$ cat src/core/rstwd_pkg.sv
// Constants, register map and carrier types for the reset and watchdog control block.
// Assumes a single 25 MHz clock and an AXI4-Lite register port.
// How it works
// [RULE1] five sources (pin, power-up, watchdog, bad fetch, disabled STOP) make one reset
// [RULE2] every peripheral is reset while the combined internal reset is active
// [RULE3] active-low reset pin held low keeps the internal reset asserted
// [RULE4] mode re-sampled only when a pin reset or watchdog reset ends
// [RULE5] internal sources pull the pin low for their length or at least four cycles
// [RULE6] pin-only reset turns our pulldown on for just four cycles
// [RULE7] after power-up, hold reset 4064 cycles for oscillator stabilization
// [RULE8] when power-up delay ends, reset stays until all other sources end
// [RULE9] watchdog times out unless cleared in its period, resetting the device
// [RULE10] watchdog build enable; forced off in test and self-check modes
// [RULE11] writing zero to bit 0 of the clear location restarts the watchdog
// [RULE12] reads of the clear location return program memory contents
// [RULE13] watchdog keeps counting in wait mode
// [RULE14] entering stop mode zeroes the watchdog counter
// [RULE15] reset exit from stop holds watchdog at zero through the 4064-cycle delay
// [RULE16] interrupt exit from stop lets watchdog count through the startup delay
// [RULE17] STOP with watchdog enabled halts the clock so no timeout occurs
// [RULE18] STOP while STOP option disabled is an internal reset source
// [RULE19] fetch outside RAM 0x0080-0x01FF and ROM 0x0F00-0x1FFF resets at once
// [RULE20] disabled STOP resets the chip instead of entering stop mode
// [RULE21] single-chip mode chosen at reset pin rise when interrupt pin is normal
// [RULE22] watchdog period is a parameter counted in processor clocks
// [RULE23] internal reset is the OR of sources, registered on the processor clock

package rstwd_pkg;

	// --------------------------------------------------------------
	// register map (byte addresses on the register port)
	// --------------------------------------------------------------
	localparam logic [15:0] WATCHDOG_CLEAR_ADDR = 16'h1FF0;
	localparam logic [15:0] CTRL_ADDR           = 16'h0000;
	localparam logic [15:0] STATUS_ADDR         = 16'h0004;
	localparam int          CLEAR_BIT           = 0;
	localparam int          CTRL_WD_EN_BIT      = 0;
	localparam int          CTRL_STOP_EN_BIT    = 1;
	localparam logic [1:0]  CTRL_RESET          = 2'h3;
	localparam logic [1:0]  RESP_OKAY           = 2'h0;
	localparam logic [1:0]  RESP_SLVERR         = 2'h2;

	// --------------------------------------------------------------
	// timing
	// --------------------------------------------------------------
	localparam int          CLK_HZ              = 25_000_000;
	localparam int          STARTUP_CYCLES      = 4064;
	localparam int          PULLDOWN_CYCLES     = 4;
	localparam int          PIN_SYNC_STAGES     = 3;

	// --------------------------------------------------------------
	// legal fetch windows
	// --------------------------------------------------------------
	localparam logic [15:0] RAM_LO              = 16'h0080;
	localparam logic [15:0] RAM_HI              = 16'h01FF;
	localparam logic [15:0] ROM_LO              = 16'h0F00;
	localparam logic [15:0] ROM_HI              = 16'h1FFF;

	// operating modes latched at reset end
	typedef enum logic [1:0] {
		RSTWD_MODE_SINGLE = 2'h1,
		RSTWD_MODE_CHECK  = 2'h2
	} rstwd_mode_e;

	// startup sequencer states
	typedef enum logic [3:0] {
		RSTWD_ST_PWRUP = 4'h1,
		RSTWD_ST_RUN   = 4'h2,
		RSTWD_ST_STOP  = 4'h4,
		RSTWD_ST_WAKE  = 4'h8
	} rstwd_state_e;

	// cpu side events
	typedef struct packed {
		logic        fetch;
		logic [15:0] fetch_addr;
		logic        stop_exec;
		logic        wait_mode;
		logic        stop_wake_irq;
	} rstwd_cpu_s;

	// reset source vector
	typedef struct packed {
		logic pin;
		logic pwrup;
		logic wdog;
		logic badfetch;
		logic badstop;
	} rstwd_src_s;

endpackage : rstwd_pkg

$ cat src/core/rstwd_top.sv
// Reset combiner, power-up delay, reset pin pulldown and watchdog for the controller.
// Assumes pins arrive asynchronously and the cpu events are on aclk.
//
// The AXI4-Lite slave port was decided locally.
`timescale 1ns/100ps
module rstwd_top #(
	parameter int         WD_PERIOD      = 65536,
	parameter int         STARTUP        = rstwd_pkg::STARTUP_CYCLES,
	parameter logic [7:0] ROM_CLEAR_BYTE = 8'hFF
) (
	input  wire logic                   aclk,
	input  wire logic                   aresetn,
	// pins
	input  wire logic                   reset_pin_in,
	output logic                        reset_pin_out,
	output logic                        reset_pin_oe,
	input  wire logic                   irq_test_level,
	input  wire logic                   selfcheck_strap,
	// build options and cpu side
	input  wire logic                   wd_option,
	input  wire logic                   stop_option,
	input  wire rstwd_pkg::rstwd_cpu_s  cpu,
	output logic                        core_reset,
	output rstwd_pkg::rstwd_mode_e      mode,
	output logic                        stop_active,
	// axi4-lite
	input  wire logic [15:0]            s_awaddr,
	input  wire logic                   s_awvalid,
	output logic                        s_awready,
	input  wire logic [31:0]            s_wdata,
	input  wire logic [3:0]             s_wstrb,
	input  wire logic                   s_wvalid,
	output logic                        s_wready,
	output logic [1:0]                  s_bresp,
	output logic                        s_bvalid,
	input  wire logic                   s_bready,
	input  wire logic [15:0]            s_araddr,
	input  wire logic                   s_arvalid,
	output logic                        s_arready,
	output logic [31:0]                 s_rdata,
	output logic [1:0]                  s_rresp,
	output logic                        s_rvalid,
	input  wire logic                   s_rready
);

	// --------------------------------------------------------------
	// declarations
	// --------------------------------------------------------------
	logic [2:0]              pin_sync;
	logic                    pin_low;
	logic [1:0]              ctrl;
	rstwd_pkg::rstwd_state_e state;
	logic [12:0]             startup_cnt;
	logic                    wake_by_reset;
	rstwd_pkg::rstwd_src_s   src;
	logic                    any_src;
	logic                    int_src;
	logic                    wd_timeout;
	logic [31:0]             wd_count;
	logic                    wd_clear;
	logic                    wd_run;
	logic [2:0]              pd_cnt;
	logic                    pin_low_d;
	logic                    own_hold;
	logic [2:0]              irq_sync;
	logic [2:0]              strap_sync;
	logic                    irq_lvl;
	logic                    strap_lvl;
	logic                    wdog_seen;
	logic                    core_reset_d;
	logic                    fetch_ok;
	logic                    aw_held;
	logic                    w_held;
	logic [15:0]             aw_addr;
	logic [31:0]             w_data;
	logic [3:0]              w_strb;
	logic                    wr_go;

	// --------------------------------------------------------------
	// reset pin synchroniser
	// --------------------------------------------------------------
	// three stages; the pin counts only when stages two and three agree
	always_ff @(posedge aclk) begin
		if (!aresetn) begin
			pin_sync <= 3'h7;
			pin_low  <= 1'b0;
		end else begin
			pin_sync <= {pin_sync[1:0], reset_pin_in};
			if (pin_sync[1] == pin_sync[2])
				pin_low <= ~pin_sync[2]; // [RULE3]
		end
	end

	// mode pins are outside the clock domain too; same agree rule as the reset pin
	always_ff @(posedge aclk) begin
		if (!aresetn) begin
			irq_sync   <= 3'h0;
			strap_sync <= 3'h0;
			irq_lvl    <= 1'b0;
			strap_lvl  <= 1'b0;
		end else begin
			irq_sync   <= {irq_sync[1:0], irq_test_level};
			strap_sync <= {strap_sync[1:0], selfcheck_strap};
			if (irq_sync[1] == irq_sync[2])
				irq_lvl <= irq_sync[2];
			if (strap_sync[1] == strap_sync[2])
				strap_lvl <= strap_sync[2];
		end
	end

	// --------------------------------------------------------------
	// reset sources
	// --------------------------------------------------------------
	// legal fetch windows; anything else resets immediately
	assign fetch_ok = (cpu.fetch_addr >= rstwd_pkg::RAM_LO && cpu.fetch_addr <= rstwd_pkg::RAM_HI)
	               || (cpu.fetch_addr >= rstwd_pkg::ROM_LO && cpu.fetch_addr <= rstwd_pkg::ROM_HI);

	always_comb begin
		src.pin      = pin_low; // [RULE3]
		src.pwrup    = (state == rstwd_pkg::RSTWD_ST_PWRUP); // [RULE7]
		src.wdog     = wd_timeout; // [RULE9]
		src.badfetch = cpu.fetch && !fetch_ok && !core_reset; // [RULE19]
		src.badstop  = cpu.stop_exec && !stop_option && !core_reset; // [RULE18] [RULE20]
	end

	assign int_src = src.pwrup | src.wdog | src.badfetch | src.badstop;
	assign any_src = int_src | src.pin; // [RULE1]

	// --------------------------------------------------------------
	// combined reset
	// --------------------------------------------------------------
	// registered OR; stays up while any source or the pin pulldown is on.
	// holding through our own pulldown stretches short pulses to a few cycles
	always_ff @(posedge aclk) begin
		if (!aresetn)
			core_reset <= 1'b1;
		else
			core_reset <= any_src || (pd_cnt != 3'h0); // [RULE2] [RULE8] [RULE23]
	end

	// --------------------------------------------------------------
	// power-up and stop sequencer
	// --------------------------------------------------------------
	// stop holds the watchdog off until pin low or wake irq; wake restarts the 4064-cycle delay
	always_ff @(posedge aclk) begin
		if (!aresetn) begin
			state         <= rstwd_pkg::RSTWD_ST_PWRUP;
			startup_cnt   <= 13'h0;
			wake_by_reset <= 1'b0;
		end else begin
			case (state)
				rstwd_pkg::RSTWD_ST_PWRUP: begin
					if (startup_cnt == 13'(STARTUP - 1)) begin
						state       <= rstwd_pkg::RSTWD_ST_RUN; // [RULE7]
						startup_cnt <= 13'h0;
					end else begin
						startup_cnt <= startup_cnt + 13'h1;
					end
				end
				rstwd_pkg::RSTWD_ST_RUN: begin
					if (cpu.stop_exec && stop_option && !core_reset)
						state <= rstwd_pkg::RSTWD_ST_STOP; // [RULE17]
				end
				rstwd_pkg::RSTWD_ST_STOP: begin
					if (pin_low || cpu.stop_wake_irq) begin
						state         <= rstwd_pkg::RSTWD_ST_WAKE;
						wake_by_reset <= pin_low;
						startup_cnt   <= 13'h0;
					end
				end
				rstwd_pkg::RSTWD_ST_WAKE: begin
					if (startup_cnt == 13'(STARTUP - 1)) begin
						state         <= rstwd_pkg::RSTWD_ST_RUN;
						wake_by_reset <= 1'b0;
						startup_cnt   <= 13'h0;
					end else begin
						startup_cnt <= startup_cnt + 13'h1;
					end
				end
				default: begin
					state <= rstwd_pkg::RSTWD_ST_PWRUP;
				end
			endcase
		end
	end

	// --------------------------------------------------------------
	// reset pin pulldown
	// --------------------------------------------------------------
	// a new falling pin edge or any internal source reloads four cycles;
	// the edge is ignored while the count runs or the pin is still held by our own pulldown
	always_ff @(posedge aclk) begin
		if (!aresetn) begin
			pd_cnt    <= 3'(rstwd_pkg::PULLDOWN_CYCLES);
			pin_low_d <= 1'b0;
		end else begin
			pin_low_d <= pin_low;
			if (int_src)
				pd_cnt <= 3'(rstwd_pkg::PULLDOWN_CYCLES); // [RULE5]
			else if (pin_low && !pin_low_d && pd_cnt == 3'h0 && !own_hold)
				pd_cnt <= 3'(rstwd_pkg::PULLDOWN_CYCLES); // [RULE6]
			else if (pd_cnt != 3'h0)
				pd_cnt <= pd_cnt - 3'h1;
		end
	end

	// our own pulldown echoes back through the pin synchroniser; without this
	// the echo would retrigger the pulldown forever and re-sample the mode.
	// limitation: an outside hold overlapping our pulldown is not seen as one
	always_ff @(posedge aclk) begin
		if (!aresetn)
			own_hold <= 1'b1;
		else if (reset_pin_oe)
			own_hold <= 1'b1;
		else if (!pin_low)
			own_hold <= 1'b0;
	end

	// open drain: drive low only, enable marks the drive
	always_ff @(posedge aclk) begin
		if (!aresetn) begin
			reset_pin_out <= 1'b0;
			reset_pin_oe  <= 1'b1;
		end else begin
			reset_pin_out <= 1'b0;
			reset_pin_oe  <= int_src || (pd_cnt != 3'h0); // [RULE5] [RULE6]
		end
	end

	// --------------------------------------------------------------
	// operating mode
	// --------------------------------------------------------------
	// only pin or watchdog reset endings re-sample the mode pins
	always_ff @(posedge aclk) begin
		if (!aresetn) begin
			core_reset_d <= 1'b1;
			wdog_seen    <= 1'b0;
			mode         <= rstwd_pkg::RSTWD_MODE_SINGLE;
		end else begin
			core_reset_d <= core_reset;
			if (src.wdog || (src.pin && !own_hold))
				wdog_seen <= 1'b1;
			else if (core_reset_d && !core_reset)
				wdog_seen <= 1'b0;
			if (core_reset_d && !core_reset && (wdog_seen || pin_low_d)) begin
				if (irq_lvl && strap_lvl)
					mode <= rstwd_pkg::RSTWD_MODE_CHECK; // [RULE4]
				else
					mode <= rstwd_pkg::RSTWD_MODE_SINGLE; // [RULE21]
			end
		end
	end

	always_ff @(posedge aclk) begin
		if (!aresetn)
			stop_active <= 1'b0;
		else
			stop_active <= (state == rstwd_pkg::RSTWD_ST_STOP);
	end

	// --------------------------------------------------------------
	// watchdog
	// --------------------------------------------------------------
	// off in self-check mode, off when the build option or control bit clears it
	assign wd_run = wd_option && ctrl[rstwd_pkg::CTRL_WD_EN_BIT]
	             && mode == rstwd_pkg::RSTWD_MODE_SINGLE
	             && state != rstwd_pkg::RSTWD_ST_STOP; // [RULE10] [RULE17]
	assign wd_clear = (wr_go && aw_addr == rstwd_pkg::WATCHDOG_CLEAR_ADDR && w_strb[0]
	                  && !w_data[rstwd_pkg::CLEAR_BIT]) || core_reset; // [RULE11]

	rstwd_watchdog #(
		.PERIOD    (WD_PERIOD)
	) u_wd (
		.aclk      (aclk),
		.aresetn   (aresetn),
		.enable    (wd_run),
		.clear     (wd_clear),
		.hold_zero ((cpu.stop_exec && stop_option)
		            || (state == rstwd_pkg::RSTWD_ST_WAKE && wake_by_reset)), // [RULE14] [RULE15]
		.timeout   (wd_timeout),
		.count     (wd_count)
	);

	// --------------------------------------------------------------
	// axi4-lite write
	// --------------------------------------------------------------
	// address and data taken in either order; response after both
	assign wr_go = aw_held && w_held && !s_bvalid;

	always_ff @(posedge aclk) begin
		if (!aresetn) begin
			aw_held   <= 1'b0;
			w_held    <= 1'b0;
			aw_addr   <= 16'h0;
			w_data    <= 32'h0;
			w_strb    <= 4'h0;
			s_awready <= 1'b0;
			s_wready  <= 1'b0;
			s_bvalid  <= 1'b0;
			s_bresp   <= rstwd_pkg::RESP_OKAY;
		end else begin
			s_awready <= !aw_held && !s_awready && !s_bvalid;
			s_wready  <= !w_held && !s_wready && !s_bvalid;
			if (s_awvalid && s_awready) begin
				aw_held <= 1'b1;
				aw_addr <= s_awaddr;
			end
			if (s_wvalid && s_wready) begin
				w_held <= 1'b1;
				w_data <= s_wdata;
				w_strb <= s_wstrb;
			end
			if (wr_go) begin
				aw_held  <= 1'b0;
				w_held   <= 1'b0;
				s_bvalid <= 1'b1;
				s_bresp  <= (aw_addr == rstwd_pkg::WATCHDOG_CLEAR_ADDR
				          || aw_addr == rstwd_pkg::CTRL_ADDR) ? rstwd_pkg::RESP_OKAY
				                                            : rstwd_pkg::RESP_SLVERR;
			end else if (s_bvalid && s_bready) begin
				s_bvalid <= 1'b0;
			end
		end
	end

	// control register: watchdog enable bit 0; stop enable bit 1 is stored and read back but nothing uses it
	always_ff @(posedge aclk) begin
		if (!aresetn)
			ctrl <= rstwd_pkg::CTRL_RESET;
		else if (wr_go && aw_addr == rstwd_pkg::CTRL_ADDR && w_strb[0])
			ctrl <= w_data[1:0];
	end

	// --------------------------------------------------------------
	// axi4-lite read
	// --------------------------------------------------------------
	// clear location reads the stored program byte, never watchdog state
	always_ff @(posedge aclk) begin
		if (!aresetn) begin
			s_arready <= 1'b0;
			s_rvalid  <= 1'b0;
			s_rdata   <= 32'h0;
			s_rresp   <= rstwd_pkg::RESP_OKAY;
		end else begin
			s_arready <= !s_arready && !s_rvalid;
			if (s_arvalid && s_arready) begin
				s_rvalid <= 1'b1;
				s_rresp  <= rstwd_pkg::RESP_OKAY;
				case (s_araddr)
					rstwd_pkg::WATCHDOG_CLEAR_ADDR: s_rdata <= {24'h0, ROM_CLEAR_BYTE}; // [RULE12]
					rstwd_pkg::CTRL_ADDR:           s_rdata <= {30'h0, ctrl};
					rstwd_pkg::STATUS_ADDR:         s_rdata <= {22'h0, state, mode, stop_active,
					                                            core_reset, reset_pin_oe, pin_low};
					default: begin
						s_rdata <= 32'h0;
						s_rresp <= rstwd_pkg::RESP_SLVERR;
					end
				endcase
			end else if (s_rvalid && s_rready) begin
				s_rvalid <= 1'b0;
			end
		end
	end

endmodule : rstwd_top

$ cat src/core/rstwd_watchdog.sv
// Watchdog counter with clear, hold and timeout pulse.
// Assumes a single clock; the parent decides when counting is allowed.
`timescale 1ns/100ps
module rstwd_watchdog #(
	parameter int PERIOD = 65536
) (
	input  wire logic aclk,
	input  wire logic aresetn,
	input  wire logic enable,
	input  wire logic clear,
	input  wire logic hold_zero,
	output logic      timeout,
	output logic [31:0] count
);

	// --------------------------------------------------------------
	// counter
	// --------------------------------------------------------------
	// clear and hold win over counting; timeout pulses once then restarts
	always_ff @(posedge aclk) begin
		if (!aresetn) begin
			count   <= 32'h0;
			timeout <= 1'b0;
		end else if (clear || hold_zero || !enable) begin
			count   <= 32'h0; // [RULE11] [RULE14] [RULE15]
			timeout <= 1'b0;
		end else if (count == 32'(PERIOD - 1)) begin
			count   <= 32'h0;
			timeout <= 1'b1; // [RULE9] [RULE22]
		end else begin
			count   <= count + 32'h1; // [RULE13] [RULE16]
			timeout <= 1'b0;
		end
	end

endmodule : rstwd_watchdog

$ cat config.mk
export PLATFORM = sky130hd
export DESIGN_NAME = rstwd_top
export DESIGN_NICKNAME = d
export VERILOG_FILES = /design/src/core/rstwd_pkg.sv /design/src/core/rstwd_top.sv /design/src/core/rstwd_watchdog.sv
export SDC_FILE = /design/constraint.sdc
export NUM_CORES = 1
export LEC_CHECK = 0
export BUFFER_PORTS_ARGS = -buffer_cell sky130_fd_sc_hd__buf_2
export CAP_MARGIN = 20
export CORE_MARGIN = 8
export CORE_UTILIZATION = 30
export DETAILED_ROUTE_END_ITERATION = 8
export PLACE_DENSITY = 0.51
export RECOVER_POWER = 50
export SYNTH_ARGS = -nofsm -noshare
export SYNTH_HDL_FRONTEND = slang
export SYNTH_SLANG_ARGS = --single-unit
$ cat constraint.sdc
create_clock -name aclk -period 3.2 [get_ports aclk]
set_clock_uncertainty 0.1 [all_clocks]
set_input_delay 0.16 -clock aclk [delete_from_list [all_inputs] [get_ports aclk]]
set_output_delay 0.16 -clock aclk [all_outputs]
set_load 0.1 [all_outputs]
; ---- Word level (Yosys, flattened, before mapping)
; Index checks and enable logic that the tools add are counted.
[op_classes]
reduce_logical = 80
bitwise_logic = 6
n_eq_ne = 18
mux = 21
n_lt_le_gt_ge = 4
n_addsub = 3
[op_table]
columns = op, n
row1 = $logic_and 1x1->1, 36
row2 = $add 32x1->32 const B, 1
row3 = $eq 16x13->1 const B, 2
row4 = $eq 32x16->1 const B, 1
row5 = $logic_not 16->1, 2
row6 = $pmux 10 s3, 1
row7 = $mux 13, 2
row8 = $pmux 13 s2, 1
row9 = $eq 16x3->1 const B, 1
row10 = $ge 16x12->1 const B, 1
row11 = $ge 16x8->1 const B, 1
row12 = $le 16x13->1 const B, 1
row13 = $le 16x9->1 const B, 1
row14 = $logic_not 1->1, 14
row15 = $add 13x1->13 const B, 1
row16 = $eq 13x12->1 const B, 1
row17 = $mux 4, 3
row18 = $pmux 4 s3, 1
row19 = $logic_or 1x1->1, 11
row20 = $reduce_bool 2->1, 5
row21 = $mux 1, 9
row22 = $reduce_or 3->1, 3
row23 = $reduce_or 2->1, 4
row24 = $mux 2, 3
row25 = other kinds (17), 26
[totals]
out_inout_bits = 47
word_cells = 166
inputBits = 100
register_bits = 139

; ---- Longest topological paths before layout
[logic_depth]
depth_word = 10
mapped_depth = 7
mapped_depth_nobuf = 6

; ---- Hierarchy
; Synthesis repeated with hierarchy kept, for this count alone.
[unflattened]
cells_unflattened = 614
area_unflattened_um2 = 5291.3
[modules_own_cells]
columns = module, cells_each, n_inst, seq_area_each_um2, area_per_inst_um2
row1 = rstwd_top, 432, 1, 1641.6, 3662.3
row2 = rstwd_watchdog, 182, 1, 660.6, 1629.1

; ---- Worst setup path before layout
; OpenSTA, ideal clock, no wires.
[synth_timing]
path_kind = register to register
start = register mode[0]
end = register u_wd.count[16]
slack_ns = 0.968
setup_ns = 0.065
arrival_ns = 2.067
required_ns = 3.035
period_less_slack_ns = 2.232
path_stages_with_launch = 7
path_buffers = 1
path_cell_list = dfxtp_1 > nand4b_1 > a2111o_1 > a21oi_1 > o311ai_4 > buf_6 > nor2_1
[synth_via]
elab_chain_len = 6
[synth_lines]
columns = item, line
row1 = start: declaration, rstwd_top.sv:24  ; output rstwd_pkg::rstwd_mode_e mode,
row2 = start signal: assignment, rstwd_top.sv:238  ; mode <= rstwd_pkg::RSTWD_MODE_SINGLE;
row3 = start signal: assignment, rstwd_top.sv:247  ; mode <= rstwd_pkg::RSTWD_MODE_CHECK;
row4 = start signal: assignment, rstwd_top.sv:249  ; mode <= rstwd_pkg::RSTWD_MODE_SINGLE;
row5 = $eq 2x1->1, rstwd_top.sv:266  ; && mode == rstwd_pkg::RSTWD_MODE_SINGLE
row6 = $logic_and 1x1->1, rstwd_top.sv:266
row7 = $logic_and 1x1->1, rstwd_top.sv:267  ; && state != rstwd_pkg::RSTWD_ST_STOP;
row8 = $logic_not 1->1, rstwd_watchdog.sv:24  ; end else if (clear || hold_zero || !enable) begin
row9 = $logic_or 1x1->1, rstwd_watchdog.sv:24
row10 = $reduce_or 3->1 (no source line), n/a
row11 = end signal: assignment, rstwd_watchdog.sv:31  ; count <= count + 32'h1;
row12 = end: declaration, rstwd_watchdog.sv:13  ; output logic [31:0] count
; No other way between the ends.
; A chain may end at the register's enable or synchronous reset.

; ---- Worst setup path after layout
[layout_timing]
start = register aw_addr[3]
end = register u_wd.count[15]
[layout_via]
elab_chain_len = 8
[layout_lines]
columns = item, line
row1 = start: declaration, rstwd_top.sv:74  ; logic [15:0] aw_addr;
row2 = start signal: assignment, rstwd_top.sv:306  ; aw_addr <= s_awaddr;
row3 = $eq 16x13->1, rstwd_top.sv:268  ; assign wd_clear = (wr_go && aw_addr == rstwd_pkg::WATCHDOG_CLEAR_ADDR && w_strb[0]
row4 = $logic_and 1x1->1 (2 in a row), rstwd_top.sv:268
row5 = $logic_and 1x1->1, rstwd_top.sv:269  ; && !w_data[rstwd_pkg::CLEAR_BIT]) || core_reset;
row6 = $logic_or 1x1->1, rstwd_top.sv:269
row7 = $logic_or 1x1->1 (2 in a row), rstwd_watchdog.sv:24
row8 = $reduce_or 3->1 (no source line), n/a
; No other way between the ends.

==> metrics.md <==
| Metric | Value |
|---|---|
| Status | `complete, no violations` |
| CTS tree | `yes` |
| Synth async-reset ratio | `0%` |
| RePlAce Congestion | `just under 0.8` |
| Placed Area | `5533 um2` |
| 1st-iter DRT viols | `between 200 and 250` |
| Row count | `47` |
| RSZ-0062 raised after global routing | `no` |
| Crit path cell chain | `nor4_1 > nand2_1 > or4_4 > o311ai_4 > buf_8 > nor2_1` |
| Vias | `4397` |
| N_diodes | `0` |
| Top FF cell, synth | `dfxtp_1` |
| Hold-fix buffers, CTS | `29` |
| Die area | `around 21000 um2` |
| Hold EP | `wake_by_reset` |
| HP Class | `input pin to register` |
| Vias in the first global route | `roughly 4400` |
| Area Growth Syn to Fin | `28.88%` |
| Die Height | `roughly 150 um` |
| Critical path class | `register to register` |
| Reg2reg end | `u_wd.count[15]` |
| Post-synth design cell area | `between 5000 and 6000 um2` |
| Skew-Pair Late Insertion Delay | `approximately 0.4 ns` |
| Fin Hold WS | `0.02369 ns` |
| Max clock buf depth | `2` |
| P_leak | `roughly 0.0024 uW` |
| CTS Buf Count | `17` |
| Peak VDD IR | `approximately 0.38 mV` |
| Slew @ Worst Pin | `around 1.2 ns` |
| Vias per cell | `between 4 and 5` |
| Worst reg-to-reg setup slack | `approximately 0.73 ns` |
| Critical Path Slowest Stage Cell | `o311ai_4` |
| Pwr per Cell Area | `~620 nW/um2` |
| Global route total overflow | `0` |
| Max-cap viol count | `0` |
| Io pins | `~150` |
| Average size of a mapped cell | `roughly 8.6 um2` |
| Flops & latches, synth | `approximately 120` |
| Die X | `145.3 um` |
| Placed cells | `~870` |
| Min Tclk post-route | `around 2.5 ns` |
| Worst Path Max Fanout | `17` |
| CTS resizes | `0` |
| Final ANT Viol Nets | `0` |
| # fillers | `roughly 1700` |
| Routed WL per cell | `roughly 14 um` |
| Post-Syn Instances | `583` |
| First-pass GRT wire length | `between 20000 and 25000 um` |
| H-tree depth | `4` |
| Core Area | `16470 um2` |
| Final setup vio count | `0` |
| Reg-to-reg critical path startpoint | `aw_addr[3]` |
| CP bufs+invs | `1` |
| Max incr delay on CP | `0.69 ns` |
| Commonest non-fill, non-tap cell in the layout | `dfxtp_1` |
| Slew Viols, Final | `0` |
| Setup TNS | `0 ns` |
| CTS clk-pin slew, worst paths | `about 0.050 ns` |
| Drt total wl | `around 13000 um` |
| Hold path startpoint | `cpu[0]` |
| CTS Sinks | `~120` |
| GRT Util Overall | `approximately an eighth` |
| Synth cell types | `between 50 and 60` |
| Critical Path Start Type | `register` |
| HPWL Detailed | `between 9000 and 10000 um` |
| Final worst-path cycle share | `77.20%` |
| Yosys Warn Count | `0` |
| Most frequent cells in the layout | `dfxtp_1, nand2_1, nor2_1, buf_2, a21oi_1` |
| Largest net degree at the start of global routing | `41` |
| # nets final | `around 800` |
| Reg2Reg Depth | `6` |
| Seq/Total Area, Yosys | `between 40% and 50%` |
| Final Non-Filler Cells | `approximately 930` |
| Design Area, Final | `6465 um2` |
| Slew Limit Headroom | `about a fifth` |
| FMAX | `0.4048 GHz` |
| WP data required | `about 3.4 ns` |
| Cell family with most CP delay | `simple AND/OR/NAND/NOR gates` |
| PortBufs | `80` |
| Final hold vios | `0` |
| Utilization after layout | `between 30% and 40%` |
| WHS Path Cells | `4` |
| Total iterations of the first detailed-routing run | `8` |
| Setup bufs post-CTS | `0` |
| Initial antenna violation count | `0` |
| Share of cells above drive strength 1 | `15.13%` |
| Crit. End Element | `register` |
| Initial Util | `a little under a third` |
| Post-synth EDFFs | `0` |
| CP arrival | `~2.7 ns` |
| Clk root buf | `clkbuf_16` |
| DRC Markers | `0` |
[synthesized netlist by cell type, drive strengths merged (2+ instances only)]
cell    instances  area [um2]
clkbuf         11       41.29
xnor2          11       96.34
dfxtp         115        2302
and4            6       52.55
nand3b          3       22.52
nand4          22       137.6
nor2b           3       18.77
o21ai          17       85.08
nand2b         10       62.56
mux2i           3       30.03
nand4b          2       17.52
and2           11       68.82
nor4bb          2       20.02
buf            35       252.7
inv             6       22.52
a211oi          2       15.01
a31oi           3       18.77
nand3          29       145.1
o31ai           2       15.01
ha              4       50.05
a311oi          2       17.52
nor3           16       85.08
nor2           69       259.0
nor4b           3       32.53
a21oi          42       210.2
nand2          80       300.3
nor3b           3       22.52
and3            7       43.79
or4             5       41.29
a41oi           2       17.52
nor4            9       62.56
or4b            2       20.02
xor2           27       236.5
mux2            3       33.78
[cell type report]
type                            instances  area (um2)  area share, %
Multi-Input combinational cell        440        2487          38.48
Sequential cell                       115        2302          35.61
Timing Repair Buffer                  114       711.9          11.01
Clock buffer                           21       460.4          7.122
Tap cell                              220       275.3          4.258
Clock inverter                         11       205.2          3.174
Inverter                                6       22.52         0.3484
[worst register-to-register path: cells and delay by family, from the launching register on]
family	cells	cell delay, ns
compound gates	1	0.69
buf+inv	1	0.24
simple gates	4	1.02
flops	1	0.31
[state kept, by name (all words and copies together) (netlist names), 2 cells and up]
| name | flops |
|---|---|
| strap_sync | 3 |
| state | 4 |
| w_data | 2 |
| irq_sync | 3 |
| mode | 2 |
| aw_addr | 16 |
| u_wd.count | 32 |
| startup_cnt | 13 |
| pin_sync | 3 |
| s_rdata | 10 |
| ctrl | 2 |
| pd_cnt | 3 |
[power breakdown]
part	switching, uW	internal, uW	total [uW]
combinational	306	86.6	393
clock	650	1490	2140
sequential	25.3	1470	1490
[metal layers]
layer	part of all wire (%)	up-vias	track usage (%)
met5	0	-	0
met4	1.7	0	5.310
met3	5.1	16	4.322
met2	47	105	20.33
met1	46	2058	14.50
li1	-	2218	-
[logic make-up after synthesis]
group	count (synthesis)	share of synthesized area, %
multiplexers	6	1.272
flip-flops	115	45.90
adder cells (fa/ha/maj)	4	0.9978
other	1	0.07476
AND/OR/NAND/NOR	283	28.34
buffers and inverters	52	6.311
XOR/XNOR	38	6.635
AO/OA/AOI/OAI	84	10.48
[worst max path at each step]
stage | startpoint | end | slack (ns) | cells past startpoint
after floorplan | mode[0] | u_wd.count[16] | 0.97 | 6
after detailed placement | aw_addr[3] | u_wd.count[11] | 0.71 | 6
after CTS | aw_addr[3] | u_wd.count[15] | 0.70 | 6
after global routing | aw_addr[3] | u_wd.count[11] | 0.53 | 6
after global placement | aw_addr[3] | u_wd.count[31] | 0.52 | 5
final | aw_addr[3] | u_wd.count[15] | 0.73 | 6
[through the flow]
stage | power (uW) | worst slack (ns)
finish | 4029 | 0.7297
detailed placement | 1893 | 0.7138
CTS | 4079 | 0.7008
global placement | 1888 | 0.5153
global route | 4167 | 0.5329
floorplan | 1835 | 0.9682
(Power assumes the default switching activity.)
